<file path="config.mk">
export PLATFORM = sky130hd
export DESIGN_NAME = measurement_result_range_clamp
export DESIGN_NICKNAME = d
export VERILOG_FILES = /design/src/range_clamp_pkg.sv /design/src/measurement_result_range_clamp.sv
export VERILOG_INCLUDE_DIRS = /design/src
export SDC_FILE = /design/constraint.sdc
export NUM_CORES = 1
export LEC_CHECK = 0
export ABC_AREA = 1
export BUFFER_PORTS_ARGS = -buffer_cell sky130_fd_sc_hd__clkbuf_2
export CORE_ASPECT_RATIO = 1.5
export CORE_MARGIN = 1.5
export CORE_UTILIZATION = 58
export CTS_CLUSTER_DIAMETER = 100
export DETAILED_ROUTE_END_ITERATION = 8
export PLACE_DENSITY = 0.95
export SLEW_MARGIN = 20
export SYNTH_ARGS = -nofsm -noshare
export SYNTH_HDL_FRONTEND = slang
export SYNTH_SLANG_ARGS = --single-unit
</file>
<file path="constraint.sdc">
create_clock -name clk_i -period 4.8 [get_ports clk_i]
set_clock_uncertainty 0.15 [all_clocks]
set_input_delay 0.48 -clock clk_i [delete_from_list [all_inputs] [get_ports clk_i]]
set_output_delay 0.48 -clock clk_i [all_outputs]
set_load 0.005 [all_outputs]
</file>
<file path="src/range_clamp_defines.svh">
/*
 * Register offsets, field positions, reset values and output codes of the
 * measurement result range clamp.
 * Assumes inclusion by bare name from the package and the design module.
 */
`ifndef RANGE_CLAMP_DEFINES_SVH
`define RANGE_CLAMP_DEFINES_SVH

// ----------------------------------------------------------------
// Register byte offsets
// ----------------------------------------------------------------
`define RC_OFS_CTRL 8'h00
`define RC_OFS_ABS_LOW 8'h04
`define RC_OFS_NOM_LOW 8'h08
`define RC_OFS_NOM_HIGH 8'h0c
`define RC_OFS_ABS_HIGH 8'h10
`define RC_OFS_RESULT 8'h14
`define RC_OFS_IRQ_STATUS 8'h18
`define RC_OFS_IRQ_MASK 8'h1c

// ----------------------------------------------------------------
// Fields and reset values
// ----------------------------------------------------------------
`define RC_CTRL_COMP_BIT 0
`define RC_RST_ABS_LOW 10'h000
`define RC_RST_NOM_LOW 10'h000
`define RC_RST_NOM_HIGH 10'h3ff
`define RC_RST_ABS_HIGH 10'h3ff
`define RC_IRQ_ERROR_BIT 0
`define RC_IRQ_UNDER_BIT 1
`define RC_IRQ_OVER_BIT 2
`define RC_IRQ_WIDTH 3

// ----------------------------------------------------------------
// Output codes
// ----------------------------------------------------------------
`define RC_CODE_ERROR 9'h000
`define RC_CODE_MIN 9'h001
`define RC_CODE_MAX 9'h1fe
`define RC_AXI_OKAY 2'b00
`define RC_AXI_SLVERR 2'b10

`endif

</file>
<file path="src/range_clamp_pkg.sv">
/*
 * Types shared by the range clamp design.
 * Assumes range_clamp_defines.svh is on the include path.
 */
package range_clamp_pkg;
	`include "range_clamp_defines.svh"

	typedef struct packed {
		logic [9:0] abs_low_limit;
		logic [9:0] nominal_low_level;
		logic [9:0] nominal_high_level;
		logic [9:0] abs_high_limit;
	} levels_t;

	typedef struct packed {
		logic valid;
		logic [9:0] code;
		logic error;
		logic underflow;
		logic overflow;
	} result_t;
endpackage

</file>
<file path="src/measurement_result_range_clamp.sv">
/*
 * Range check and saturation of one measured parameter, with an AXI4-Lite
 * register slave holding the four levels, the mode and interrupt state.
 * Assumes the converter and the compensation path sit on clk_i.
 */
`timescale 1ns/100ps
`include "range_clamp_defines.svh"

module measurement_result_range_clamp
	import range_clamp_pkg::*;
(
	// Clock and reset
	input wire logic clk_i,
	input wire logic rst_i,
	// Measurement in
	input wire logic sample_valid_i,
	input wire logic [9:0] raw_code_i,
	input wire logic signed [11:0] comp_value_i,
	// Measurement out
	output result_t result_o,
	output logic irq_o,
	// AXI4-Lite
	input wire logic [7:0] s_axi_awaddr,
	input wire logic s_axi_awvalid,
	output logic s_axi_awready,
	input wire logic [31:0] s_axi_wdata,
	input wire logic [3:0] s_axi_wstrb,
	input wire logic s_axi_wvalid,
	output logic s_axi_wready,
	output logic [1:0] s_axi_bresp,
	output logic s_axi_bvalid,
	input wire logic s_axi_bready,
	input wire logic [7:0] s_axi_araddr,
	input wire logic s_axi_arvalid,
	output logic s_axi_arready,
	output logic [31:0] s_axi_rdata,
	output logic [1:0] s_axi_rresp,
	output logic s_axi_rvalid,
	input wire logic s_axi_rready
);

	// ----------------------------------------------------------------
	// Register state
	// ----------------------------------------------------------------
	levels_t levels, next_levels;
	logic comp_mode, next_comp_mode;
	logic [`RC_IRQ_WIDTH-1:0] irq_status, next_irq_status;
	logic [`RC_IRQ_WIDTH-1:0] irq_mask, next_irq_mask;
	result_t result, next_result;

	logic aw_held, next_aw_held;
	logic w_held, next_w_held;
	logic [7:0] aw_addr, next_aw_addr;
	logic [31:0] w_data, next_w_data;
	logic [3:0] w_strb, next_w_strb;
	logic bvalid, next_bvalid;
	logic [1:0] bresp, next_bresp;
	logic rvalid, next_rvalid;
	logic [1:0] rresp, next_rresp;
	logic [31:0] rdata, next_rdata;

	logic wr_fire;
	logic wr_hit;
	logic [`RC_IRQ_WIDTH-1:0] events;

	assign s_axi_awready = !aw_held && !bvalid;
	assign s_axi_wready = !w_held && !bvalid;
	assign s_axi_arready = !rvalid;
	assign s_axi_bvalid = bvalid;
	assign s_axi_bresp = bresp;
	assign s_axi_rvalid = rvalid;
	assign s_axi_rresp = rresp;
	assign s_axi_rdata = rdata;
	assign result_o = result;
	assign irq_o = |(irq_status & irq_mask);
	assign wr_fire = aw_held && w_held && !bvalid;

	// ----------------------------------------------------------------
	// Classification and saturation
	// ----------------------------------------------------------------
	always_comb begin
		next_result = result;
		next_result.valid = 1'b0;
		if (sample_valid_i) begin
			next_result.valid = 1'b1;
			next_result.error = 1'b0;
			next_result.underflow = 1'b0;
			next_result.overflow = 1'b0;
			if (raw_code_i < levels.abs_low_limit || raw_code_i > levels.abs_high_limit) begin
				next_result.error = 1'b1;
				next_result.code = 10'({`RC_CODE_ERROR});
			end else if (!comp_mode) begin
				next_result.code = raw_code_i;
			end else if (comp_value_i < 12'(signed'({1'b0, `RC_CODE_MIN}))) begin
				next_result.underflow = 1'b1;
				next_result.code = 10'({`RC_CODE_MIN});
			end else if (comp_value_i > 12'(signed'({1'b0, `RC_CODE_MAX}))) begin
				next_result.overflow = 1'b1;
				next_result.code = 10'({`RC_CODE_MAX});
			end else begin
				next_result.code = comp_value_i[9:0];
			end
		end
	end

	assign events = {result.valid && result.overflow, result.valid && result.underflow,
		result.valid && result.error};

	// ----------------------------------------------------------------
	// Register file and bus slave
	// ----------------------------------------------------------------
	always_comb begin
		next_levels = levels;
		next_comp_mode = comp_mode;
		next_irq_mask = irq_mask;
		next_irq_status = irq_status;
		next_aw_held = aw_held;
		next_w_held = w_held;
		next_aw_addr = aw_addr;
		next_w_data = w_data;
		next_w_strb = w_strb;
		next_bvalid = bvalid;
		next_bresp = bresp;
		next_rvalid = rvalid;
		next_rresp = rresp;
		next_rdata = rdata;
		wr_hit = 1'b1;
		if (s_axi_awvalid && s_axi_awready) begin
			next_aw_held = 1'b1;
			next_aw_addr = s_axi_awaddr;
		end
		if (s_axi_wvalid && s_axi_wready) begin
			next_w_held = 1'b1;
			next_w_data = s_axi_wdata;
			next_w_strb = s_axi_wstrb;
		end
		if (wr_fire) begin
			next_aw_held = 1'b0;
			next_w_held = 1'b0;
			next_bvalid = 1'b1;
			// Limits are 10 bits wide, so only lanes 0 and 1 matter
			if (aw_addr == `RC_OFS_CTRL) begin
				if (w_strb[0]) next_comp_mode = w_data[`RC_CTRL_COMP_BIT];
			end else if (aw_addr == `RC_OFS_ABS_LOW) begin
				if (w_strb[0]) next_levels.abs_low_limit[7:0] = w_data[7:0];
				if (w_strb[1]) next_levels.abs_low_limit[9:8] = w_data[9:8];
			end else if (aw_addr == `RC_OFS_NOM_LOW) begin
				if (w_strb[0]) next_levels.nominal_low_level[7:0] = w_data[7:0];
				if (w_strb[1]) next_levels.nominal_low_level[9:8] = w_data[9:8];
			end else if (aw_addr == `RC_OFS_NOM_HIGH) begin
				if (w_strb[0]) next_levels.nominal_high_level[7:0] = w_data[7:0];
				if (w_strb[1]) next_levels.nominal_high_level[9:8] = w_data[9:8];
			end else if (aw_addr == `RC_OFS_ABS_HIGH) begin
				if (w_strb[0]) next_levels.abs_high_limit[7:0] = w_data[7:0];
				if (w_strb[1]) next_levels.abs_high_limit[9:8] = w_data[9:8];
			end else if (aw_addr == `RC_OFS_IRQ_STATUS) begin
				if (w_strb[0]) next_irq_status = irq_status & ~w_data[`RC_IRQ_WIDTH-1:0];
			end else if (aw_addr == `RC_OFS_IRQ_MASK) begin
				if (w_strb[0]) next_irq_mask = w_data[`RC_IRQ_WIDTH-1:0];
			end else if (aw_addr != `RC_OFS_RESULT) begin
				wr_hit = 1'b0;
			end
			next_bresp = wr_hit ? `RC_AXI_OKAY : `RC_AXI_SLVERR;
		end
		// Set after clear so a same-cycle event is never lost
		next_irq_status = next_irq_status | events;
		if (bvalid && s_axi_bready) next_bvalid = 1'b0;
		if (rvalid && s_axi_rready) next_rvalid = 1'b0;
		if (s_axi_arvalid && s_axi_arready) begin
			next_rvalid = 1'b1;
			next_rresp = `RC_AXI_OKAY;
			next_rdata = 32'h0000_0000;
			if (s_axi_araddr == `RC_OFS_CTRL) begin
				next_rdata[`RC_CTRL_COMP_BIT] = comp_mode;
			end else if (s_axi_araddr == `RC_OFS_ABS_LOW) begin
				next_rdata[9:0] = levels.abs_low_limit;
			end else if (s_axi_araddr == `RC_OFS_NOM_LOW) begin
				next_rdata[9:0] = levels.nominal_low_level;
			end else if (s_axi_araddr == `RC_OFS_NOM_HIGH) begin
				next_rdata[9:0] = levels.nominal_high_level;
			end else if (s_axi_araddr == `RC_OFS_ABS_HIGH) begin
				next_rdata[9:0] = levels.abs_high_limit;
			end else if (s_axi_araddr == `RC_OFS_RESULT) begin
				next_rdata[9:0] = result.code;
				next_rdata[12:10] = {result.overflow, result.underflow, result.error};
			end else if (s_axi_araddr == `RC_OFS_IRQ_STATUS) begin
				next_rdata[`RC_IRQ_WIDTH-1:0] = irq_status;
			end else if (s_axi_araddr == `RC_OFS_IRQ_MASK) begin
				next_rdata[`RC_IRQ_WIDTH-1:0] = irq_mask;
			end else begin
				next_rresp = `RC_AXI_SLVERR;
			end
		end
	end

	always_ff @(posedge clk_i or posedge rst_i) begin
		if (rst_i) begin
			levels <= {`RC_RST_ABS_LOW, `RC_RST_NOM_LOW, `RC_RST_NOM_HIGH, `RC_RST_ABS_HIGH};
			comp_mode <= 1'b0;
			irq_status <= '0;
			irq_mask <= '0;
			result <= '0;
			aw_held <= 1'b0;
			w_held <= 1'b0;
			aw_addr <= 8'h00;
			w_data <= 32'h0000_0000;
			w_strb <= 4'h0;
			bvalid <= 1'b0;
			bresp <= 2'b00;
			rvalid <= 1'b0;
			rresp <= 2'b00;
			rdata <= 32'h0000_0000;
		end else begin
			levels <= next_levels;
			comp_mode <= next_comp_mode;
			irq_status <= next_irq_status;
			irq_mask <= next_irq_mask;
			result <= next_result;
			aw_held <= next_aw_held;
			w_held <= next_w_held;
			aw_addr <= next_aw_addr;
			w_data <= next_w_data;
			w_strb <= next_w_strb;
			bvalid <= next_bvalid;
			bresp <= next_bresp;
			rvalid <= next_rvalid;
			rresp <= next_rresp;
			rdata <= next_rdata;
		end
	end

	// ----------------------------------------------------------------
	// Checks
	// ----------------------------------------------------------------
	property p_out_of_range_zero;
		@(posedge clk_i) disable iff (rst_i)
		sample_valid_i && (raw_code_i < levels.abs_low_limit || raw_code_i > levels.abs_high_limit)
		|=> result.valid && result.error && result.code == 10'h000;
	endproperty
	a_out_of_range_zero: assert property (p_out_of_range_zero) else $error("range error not zero");

	property p_comp_span;
		@(posedge clk_i) disable iff (rst_i)
		result.valid && !result.error && $past(comp_mode)
		|-> result.code >= 10'h001 && result.code <= 10'h1fe;
	endproperty
	a_comp_span: assert property (p_comp_span) else $error("compensated code out of span");

	property p_underflow;
		@(posedge clk_i) disable iff (rst_i)
		sample_valid_i && comp_mode && raw_code_i >= levels.abs_low_limit
		&& raw_code_i <= levels.abs_high_limit && comp_value_i < 12'sd1
		|=> result.underflow && result.code == 10'h001;
	endproperty
	a_underflow: assert property (p_underflow) else $error("underflow not forced to 1");

	property p_overflow;
		@(posedge clk_i) disable iff (rst_i)
		sample_valid_i && comp_mode && raw_code_i >= levels.abs_low_limit
		&& raw_code_i <= levels.abs_high_limit && comp_value_i > 12'sd510
		|=> result.overflow && result.code == 10'h1fe;
	endproperty
	a_overflow: assert property (p_overflow) else $error("overflow not forced to 510");

	property p_in_span_kept;
		@(posedge clk_i) disable iff (rst_i)
		sample_valid_i && comp_mode && raw_code_i >= levels.abs_low_limit
		&& raw_code_i <= levels.abs_high_limit && comp_value_i >= 12'sd1 && comp_value_i <= 12'sd510
		|=> result.code == $past(comp_value_i[9:0]) && !result.underflow && !result.overflow;
	endproperty
	a_in_span_kept: assert property (p_in_span_kept) else $error("in-span value altered");

	property p_raw_pass;
		@(posedge clk_i) disable iff (rst_i)
		sample_valid_i && !comp_mode && raw_code_i >= levels.abs_low_limit
		&& raw_code_i <= levels.abs_high_limit
		|=> result.code == $past(raw_code_i) && !result.error;
	endproperty
	a_raw_pass: assert property (p_raw_pass) else $error("raw code not passed");

	property p_valid_timing;
		@(posedge clk_i) disable iff (rst_i)
		sample_valid_i |=> result.valid ##1 (result.valid == $past(sample_valid_i));
	endproperty
	a_valid_timing: assert property (p_valid_timing) else $error("valid not one cycle late");

	property p_error_irq;
		@(posedge clk_i) disable iff (rst_i)
		result.valid && result.error |=> irq_status[`RC_IRQ_ERROR_BIT];
	endproperty
	a_error_irq: assert property (p_error_irq) else $error("error event not latched");

endmodule

</file>
==> flow_metrics.py, run 1 <==
metrics = {
    "run": {
        "cap_violations": 0,
    },
    "critical_path": {
        "max_stage_delay_ns": 0.56,
        "crit_buf_inv": 1,
        "worstPathRequired_ns": 4.94,
        "crit_type": "reg -> reg",
        "cp-end-kind": "flop",
        "worstPathArrival_ns": 2.57,
        "cp_top_family": "simple AND/OR/NAND/NOR gates",
        "crit_path_frequent_cell": "nand2_1",
        "startpoint_type": "flop",
        "cp_cell_sequence": "inv_1 > ha_1 > nand2_1 > nor2_1 > nand4_1 > nand2_1 > nand2_1 > nor2_1 > nand2_1 > nand2_1",
        "critPathMaxFanout": 11,
        "slowest_stage": "nor2_1",
    },
    "timing": {
        "period_needed_ns": 2.43,
        "max_freq_ghz": 0.411,
        "setup_tns_ns": 0,
        "rsz0062_at_grt": "no",
        "layout_worst_path_cycle_share_pct": 50.6,
        "finalMaxSlewViolations": 0,
        "max_slew_margin_pct": 50.9,
        "layout_setup_ws_ns": 2.37,
        "setup_viol": 0,
        "hold_violations": 0,
        "whs_ns": 0.0899,
        "tightest_slew_ns": 0.735,
    },
    "floorplanning": {
        "row_count": 43,
        "coreArea_sq_um": 9310,
        "die_w_um": 83.3,
        "pin_count": 138,
        "fp.dieArea_sq_um": 10300,
        "start_util_pct": 60.3,
        "fp.dieH_um": 123,
    },
    "grt": {
        "antenna_found_initial": 0,
        "grt_pass1_vias": 5067,
        "grt_max_degree": 61,
        "grtUsageMet3_pct": 4.14,
        "grt-ovfl-total": 0,
        "track_usage_pct": 28.4,
        "grt_use_met2_pct": 52.1,
        "grt_busiest_layer": "met2",
        "grt_pass1_wl_mm": 23.0,
        "grt_use_met1_pct": 30.2,
    },
    "routing": {
        "routed_via_density": 5.61,
        "dr.pass1.iters": 5,
        "antenna_left": 0,
        "drt_wl_total_mm": 14.0,
        "wl_per_cell_um": 15.4,
        "vias": 5113,
        "drtIter0Drc": 473,
        "route.detailed.drc": 0,
    },
    "place": {
        "gp_congestion": 0.891,
        "place_hpwl_mm": 10.2,
        "port_buffers": 92,
        "dp_slack_ns": 2.42,
    },
    "clock_network": {
        "clk_path_buf_depth": 2,
        "clock-sinks": 100,
        "cts_hold_buf": 0,
        "cts_tree": "yes",
        "clock_latency_ns": 0.35,
        "htree_levels": 3,
        "ctsResizeCount": 0,
        "cts_setup_buffers": 0,
        "clkTransAtPathRegs_ns": 0.07,
        "cts_buffers": 9,
        "cts-root-buf": "clkbuf_16",
    },
    "final_layout": {
        "seq_area_sq_um": 2530,
        "drive_above_1_share_pct": 25.5,
        "area.growth.synth_to_final_pct": 13.8,
        "antenna-diode-count": 0,
        "n_fill_cell": 709,
        "nets": 895,
        "multiInputGateArea_sq_um": 2580,
    },
    "power": {
        "ir_drop_v": 0.000291,
        "power.density_nw_per_um2": 371,
        "p_leak_nw": 3.32,
    },
    "yosys": {
        "syn_avg_cell_area_sq_um": 7.97,
        "ys.flop_type": "dfrtp_1",
        "yosysWarningCount": 0,
        "synth_cell_types": 36,
        "synthMostInstantiatedCell": "nand2_1",
        "synth-edff-count": 0,
        "synth_top_area_share_pct": 35.7,
        "syn_area_sq_um": 5610,
        "ys_top_cells_by_area": "dfrtp_1 (36%), nand2_1 (15%), dfstp_2 (9.4%)",
        "seq_area_frac_synth_pct": 45.0,
        "synthTopCellsByCount": "nand2_1 (224), dfrtp_1 (80), inv_1 (74)",
        "synth.ff_latch_count": 100,
        "synth_top_area_cell": "dfrtp_1",
        "synth_cells": 704,
        "async_flop_share_pct": 100,
    },
    "min_path": {
        "hold_class": "in -> async",
    },
    "run_status": {
        "status": "complete, no violations",
    },
}
==> cells in the final DEF (no fill, tap or decap), drive strengths merged, types with 8 or more instances in the layout <==
| master | count |
|---|---|
| nor2 | 59 |
| o21ai | 60 |
| dfstp | 20 |
| inv | 88 |
| nand2 | 237 |
| a21oi | 37 |
| dfrtp | 80 |
| ha | 19 |
| conb | 21 |
| o22ai | 8 |
| clkbuf | 105 |
| nand3 | 40 |
==> final cells by class <==
cell class	count	area share, %
clock buffers	13	4.08
clock inverters	3	1.08
inverters	89	5.27
multi-input cells	501	40.5
flip-flops and latches	100	39.6
well taps	112	2.19
repair buffers	93	7.33
==> kinds of logic (layout without fill, tap and decap cells) <==
| group | count (synthesis) | in the layout | share of synthesized area [%] |
|---|---|---|---|
| and+or+nand+nor | 346 | 346 | 27.6 |
| buffers and inverters | 123 | 198 | 10.3 |
| AOI/OAI and AO/OA | 110 | 110 | 11.8 |
| DFF | 100 | 100 | 45.0 |
| adders and majority gates | 19 | 19 | 4.23 |
| muxes | 5 | 5 | 1.00 |
| other | 1 | 21 | 0.0668 |
==> layer usage <==
metal	wire length [um]	share of wire, %
met5	0	0
met4	748	5.3
met3	772	5.5
met2	7350	53
met1	5120	37
==> state kept, by name, summed over array words and instances, names as in the netlist, 2 cells and up <==
name / flops
w_data: 10
irq_status: 3
levels: 40
s_axi_rdata: 13
aw_addr: 8
w_strb: 2
result_o: 14
irq_mask: 3
==> through the flow <==
stage	util, %	instances	area, sq um	total power (W)
after floorplan	-	724	5690	0.00143
after global placement	65.1	895	6060	0.00155
after detailed placement	65.1	895	6060	0.00158
after CTS	68.6	911	6390	0.00237
after global routing	68.6	911	6390	0.00249
final	68.6	911	6390	0.00237
==> where the power goes <==
part | switching, W | internal (W) | leakage, nW
clock | 0.000315 | 0.000487 | 0.160
sequential | 0.0000885 | 0.000972 | 1.23
combinational | 0.000349 | 0.000160 | 1.93
==> worst paths after layout <==
kind	startpoint	end	slack, ns	cells past startpoint
min in group clk_i	sample_valid_i	result_o[13]	0.12	1
max in group asynchronous	rst_i	levels[13]	3.41	3
worst min-delay path	rst_i	aw_addr[7]	0.09	2
worst min register to register	levels[15]	levels[15]	0.33	2
worst max-delay path	levels[9]	result_o[7]	2.37	10
worst max register to register	levels[9]	result_o[7]	2.37	10
Power figures use the tool's default switching activity.
==> inputs of run 2 (changes only) <==
--- a/config.mk
+++ b/config.mk
@@ -10,10 +10,10 @@
 export BUFFER_PORTS_ARGS = -buffer_cell sky130_fd_sc_hd__clkbuf_2
 export CORE_ASPECT_RATIO = 1.5
 export CORE_MARGIN = 1.5
-export CORE_UTILIZATION = 58
+export CORE_UTILIZATION = 49
 export CTS_CLUSTER_DIAMETER = 100
 export DETAILED_ROUTE_END_ITERATION = 8
-export PLACE_DENSITY = 0.95
+export PLACE_DENSITY = 0.89
 export SLEW_MARGIN = 20
 export SYNTH_ARGS = -nofsm -noshare
 export SYNTH_HDL_FRONTEND = slang
==> constraint.sdc (replaced) <==
create_clock -name clk_i -period 2.1 [get_ports clk_i]
set_clock_uncertainty 0.15 [all_clocks]
set_input_delay 0.21 -clock clk_i [delete_from_list [all_inputs] [get_ports clk_i]]
set_output_delay 0.21 -clock clk_i [all_outputs]
set_load 0.005 [all_outputs]
==> run 2 against run 1 <==
Effect of this change: combinational power up 140%; register-to-register slack worse by 2.3 ns; largest cell class unchanged; largest power group unchanged; power up 130%; die area up 18%; worst hold slack worse by 0.072 ns; critical endpoint is now result_o[4]; sequential power up 130%.
==> flow_metrics.py, run 2 (synthesis gave the netlist of run 1 again) <==
metrics = {
    "routing": {
        "drt_wl_total_mm": 14.1,
        "antenna_left": 0,
        "dr.pass1.iters": 5,
        "drtIter0Drc": 310,
        "routed_via_density": 5.17,
        "route.detailed.drc": 0,
        "wl_per_cell_um": 14.3,
        "vias": 5101,
    },
    "final_layout": {
        "nets": 935,
        "area.growth.synth_to_final_pct": 21.8,
        "final_common_cell": "nand2_1",
        "regMostFlops": "levels",
        "final_cell_mix": "nand2_1 (222), clkbuf_2 (92), dfrtp_1 (80)",
        "largest_register_ffs": 40,
        "drive_above_1_share_pct": 27.3,
        "n_fill_cell": 956,
        "antenna-diode-count": 0,
    },
    "floorplanning": {
        "coreArea_sq_um": 11100,
        "pin_count": 138,
        "fp.dieH_um": 134,
        "start_util_pct": 50.5,
        "die_w_um": 90.4,
        "fp.dieArea_sq_um": 12100,
        "row_count": 47,
    },
    "place": {
        "place_hpwl_mm": 10.4,
        "gp_congestion": 0.931,
        "dp_slack_ns": -0.231,
        "port_buffers": 92,
    },
    "critical_path": {
        "crit_type": "reg -> reg",
        "crit_path_end": "result_o[4]",
        "startpoint_type": "flop",
        "worst-r2r-cell-count": 11,
        "crit_start": "levels[5]",
        "worstPathArrival_ns": 2.20,
        "critPathMaxFanout": 6,
        "r2r_slack_ns": 0.04,
        "rr_startpoint": "levels[5]",
        "r2r-end": "result_o[4]",
        "worstPathRequired_ns": 2.24,
        "cp-end-kind": "flop",
    },
    "timing": {
        "layout_worst_path_cycle_share_pct": 97.9,
        "finalMaxSlewViolations": 0,
        "period_needed_ns": 2.06,
        "layout_setup_ws_ns": 0.0435,
        "whs_ns": 0.0176,
        "hold_violations": 0,
        "max_slew_margin_pct": 62.7,
        "setup_viol": 0,
        "max_freq_ghz": 0.486,
        "tightest_slew_ns": 0.559,
    },
    "power": {
        "ir_drop_v": 0.000815,
        "power.density_nw_per_um2": 790,
        "p_leak_nw": 3.50,
    },
    "grt": {
        "grt_max_degree": 87,
        "antenna_found_initial": 0,
        "track_usage_pct": 24.0,
        "grt_pass1_wl_mm": 22.9,
        "grt_pass1_vias": 4908,
        "grt-ovfl-total": 0,
    },
    "clock_network": {
        "cts-root-buf": "clkbuf_16",
        "clk_path_buf_depth": 2,
        "clkTransAtPathRegs_ns": 0.07,
        "htree_levels": 3,
        "cts_tree": "yes",
        "cts_setup_buffers": 0,
        "clock-sinks": 100,
        "cts_buffers": 9,
        "clock_latency_ns": 0.36,
    },
    "run_status": {
        "status": "complete, no violations",
    },
    "run": {
        "cap_violations": 0,
    },
    "min_path": {
        "hold_class": "in -> reg",
    },
}
-- run 2: changes by cell type in the layout (fill, tap and decap cells not counted), moves of 2 or more --
cell,before,now
dlygate4sd3_1,0,24
buf_4,1,15
inv_6,0,3
nor2_1,46,43
clkbuf_1,2,0
clkbuf_8,2,0
nand2_1,224,222
nor2_2,6,8
nor2_4,6,8
-- run 2: repair_timing --
item,in CTS,in global routing
gates resized for setup,2,9
hold buffers,24,0
endpoints found under the setup margin,11,13
pin swaps,0,5
cloned,0,1
hold endpoints to repair,37,0
-- run 2: worst min path at each step --
stage	to	from	cells past startpoint
2_1_floorplan	result_o[13]	sample_valid_i	0
3_3_place_gp	aw_addr[7]	rst_i	2
3_5_place_dp	w_strb[1]	rst_i	2
4_1_cts	result_o[12]	raw_code_i[9]	5
5_1_grt	result_o[12]	raw_code_i[9]	5
6_report	result_o[12]	raw_code_i[9]	5
-- run 2: power breakdown --
part / leakage, nW / internal, W / switching [W]
Combinational: 2.11 / 0.000421 / 0.000807
Clock: 0.156 / 0.000958 / 0.000804
Sequential: 1.23 / 0.00222 / 0.000194
-- run 2: layer usage --
metal  vias to the layer above  GRT usage [%]  share of wire (%)
li1                       2469              -                  -
met1                      2340           26.4                 36
met2                       230           43.6                 53
met3                        62           4.08                6.1
met4                         0           13.4                4.5
met5                         -              0                  0
-- run 2: worst max-delay path, cell delays in order, from the launching register on --
cell and delay (ns):
dfstp_2 0.54, inv_1 0.04, ha_1 0.31, a21oi_2 0.16, o21ai_1 0.09, nand2_1 0.07, nand3_1 0.08, nand2_2 0.11
nand2_4 0.08, nor2_4 0.20, nand2_1 0.09, nand2_1 0.08
-- run 2: stage by stage --
step           instance area [sq um]  util [%]  TNS (ns)  total power, W  instances
2_1_floorplan                   5690         -         0         0.00327        724
3_3_place_gp                    6230      56.0     -1.27         0.00357        945
3_5_place_dp                    6230      56.0     -2.23         0.00362        945
4_1_cts                         6790      61.1         0         0.00541        985
5_1_grt                         6840      61.5    -0.774         0.00570        986
6_report                        6840      61.5         0         0.00540        986
-- run 2: area by class of cell --
type / instances / area [sq um] / area share (%)
Timing Repair Buffer: 132 / 833 / 12.2
Inverter: 89 / 338 / 4.94
Clock inverter: 7 / 92.6 / 1.35
Sequential cell: 100 / 2530 / 37.0
Tap cell: 147 / 184 / 2.69
Clock buffer: 9 / 225 / 3.29
Multi-Input combinational cell: 502 / 2640 / 38.6
==> inputs of run 3 (changes only) <==
--- a/config.mk
+++ b/config.mk
@@ -9,11 +9,10 @@
 export ABC_AREA = 1
 export BUFFER_PORTS_ARGS = -buffer_cell sky130_fd_sc_hd__clkbuf_2
 export CORE_ASPECT_RATIO = 1.5
-export CORE_MARGIN = 1.5
 export CORE_UTILIZATION = 49
 export CTS_CLUSTER_DIAMETER = 100
 export DETAILED_ROUTE_END_ITERATION = 8
-export PLACE_DENSITY = 0.89
+export PLACE_DENSITY = 0.78
 export SLEW_MARGIN = 20
 export SYNTH_ARGS = -nofsm -noshare
 export SYNTH_HDL_FRONTEND = slang
==> run 3 against run 2 <==
Effect of this change: combinational power is essentially flat; largest cell class unchanged; design area rose by 1.8%; global-route usage fell by 0.061 points; critical path type unchanged; via count decreased by 3.5%; sequential power barely moved; utilization increased by 1.1 points; flip-flop and latch count unchanged; clock power up 7%; non-clock buffer count increased by 3.
==> flow_metrics.py, run 3 (synthesis gave the netlist of run 1 again) <==
metrics = {
    "floorplanning": {
        "start_util_pct": 50.5,
        "row_count": 47,
        "coreArea_sq_um": 11100,
        "fp.dieArea_sq_um": 11900,
        "pin_count": 138,
        "fp.dieH_um": 133,
        "die_w_um": 89.4,
    },
    "place": {
        "gp_congestion": 0.841,
        "port_buffers": 92,
        "place_hpwl_mm": 9.79,
    },
    "timing": {
        "whs_ns": 0.0738,
        "layout_worst_path_cycle_share_pct": 95.2,
        "max_slew_margin_pct": 64.7,
        "setup_tns_ns": 0,
        "rsz0062_at_grt": "yes",
        "setup_viol": 0,
        "period_needed_ns": 2.00,
        "hold_violations": 0,
        "max_freq_ghz": 0.500,
        "tightest_slew_ns": 0.530,
        "finalMaxSlewViolations": 0,
    },
    "final_layout": {
        "final_common_cell": "nand2_1",
        "regMostFlops": "levels",
        "nets": 938,
        "largest_register_ffs": 40,
        "area.growth.synth_to_final_pct": 23.9,
        "antenna-diode-count": 0,
        "drive_above_1_share_pct": 28.6,
        "final_cell_mix": "nand2_1 (220), clkbuf_2 (92), dfrtp_1 (80)",
    },
    "grt": {
        "antenna_found_initial": 0,
        "grt_pass1_vias": 4625,
        "grt-ovfl-total": 0,
        "track_usage_pct": 24.0,
        "grt_pass1_wl_mm": 21.6,
        "grt_max_degree": 101,
    },
    "critical_path": {
        "critPathMaxFanout": 6,
        "startpoint_type": "flop",
        "r2r-end": "result_o[9]",
        "worstPathArrival_ns": 2.14,
        "crit_start": "levels[9]",
        "r2r_slack_ns": 0.10,
        "worstPathRequired_ns": 2.24,
        "rr_startpoint": "levels[9]",
        "worst-r2r-cell-count": 10,
        "cp-end-kind": "flop",
        "crit_type": "reg -> reg",
    },
    "clock_network": {
        "cts-root-buf": "clkbuf_16",
        "htree_levels": 3,
        "clkTransAtPathRegs_ns": 0.07,
        "clock_latency_ns": 0.35,
        "clk_path_buf_depth": 2,
        "cts_buffers": 9,
        "cts_setup_buffers": 0,
        "cts_tree": "yes",
        "clock-sinks": 100,
    },
    "run": {
        "cap_violations": 0,
    },
    "power": {
        "p_leak_nw": 3.53,
        "clock_power_share_pct": 34.0,
        "seqPwrFrac_pct": 43.7,
        "finalPower_w": 0.00555,
        "p_int_w": 0.00380,
        "swShare_pct": 31.4,
        "combinationalPowerShare_pct": 22.3,
        "ir_drop_v": 0.000570,
        "power.density_nw_per_um2": 797,
        "switchingPower_w": 0.00174,
    },
    "run_status": {
        "status": "complete, no violations",
    },
    "routing": {
        "drt_wl_total_mm": 13.4,
        "dr.pass1.iters": 5,
        "route.detailed.drc": 0,
        "antenna_left": 0,
        "drtIter0Drc": 253,
        "wl_per_cell_um": 13.6,
        "vias": 4920,
        "routed_via_density": 4.97,
    },
    "min_path": {
        "hold_depth": 5,
        "worstHoldEndpoint": "result_o[11]",
        "hold_start": "raw_code_i[8]",
        "hold_class": "in -> reg",
    },
}
-- run 3: through the flow --
| stage | worst slack, ns | utilization [%] | std cells | area, sq um |
|---|---|---|---|---|
| floorplan | 0.210 | - | 724 | 5690 |
| global placement | -0.210 | 56.2 | 948 | 6250 |
| detailed placement | -0.321 | 56.2 | 948 | 6250 |
| CTS | 0.0221 | 61.6 | 988 | 6840 |
| global route | -0.0289 | 62.6 | 989 | 6960 |
| finish | 0.101 | 62.6 | 989 | 6960 |
-- run 3: how the worst max path moves through the flow --
stage,slack (ns),cells past startpoint,end
global route,-0.03,10,result_o[11]
CTS,0.02,12,result_o[0]
floorplan,0.21,12,result_o[3]
finish,0.10,10,result_o[9]
detailed placement,-0.32,10,result_o[8]
global placement,-0.21,10,result_o[12]
-- run 3: power groups by stage --
stage / clock, W / sequential [W] / combinational [W]
floorplan: 0 / 0.00241 / 0.000856
global route: 0.00198 / 0.00246 / 0.00140
CTS: 0.00191 / 0.00242 / 0.00121
global placement: 0 / 0.00244 / 0.00114
detailed placement: 0 / 0.00245 / 0.00117
finish: 0.00189 / 0.00242 / 0.00124
-- run 3: area by class of cell --
| type | count | area [sq um] |
|---|---|---|
| Clock inverter | 4 | 77.6 |
| Sequential cell | 100 | 2530 |
| Timing Repair Buffer | 135 | 860 |
| Fill cell | 974 | 4160 |
| Tap cell | 147 | 184 |
| Inverter | 89 | 338 |
| Clock buffer | 12 | 267 |
| Multi-Input combinational cell | 502 | 2700 |
-- run 3: critical path, stage by stage (launching register included) --
cell	delay [ns]
dfstp_2	0.53
inv_1	0.06
ha_4	0.22
a21oi_2	0.15
o21a_1	0.16
nand3_1	0.08
nand2_1	0.09
nand2_2	0.11
nor2_4	0.23
nand2_1	0.09
nand2_1	0.06
-- run 3: repair_timing --
action / in CTS / in global routing
hold buffers: 24 / 0
cloned: 0 / 1
gates resized for setup: 3 / 18
hold endpoints to repair: 103 / 0
endpoints found under the setup margin: 11 / 13
pin swaps: 0 / 10
-- run 3: per-layer routing --
layer | wire length (um) | GRT usage [%]
met1 | 5290 | 28.7
met2 | 7050 | 42.1
met3 | 609 | 3.22
met4 | 478 | 10.3
met5 | 0 | 0
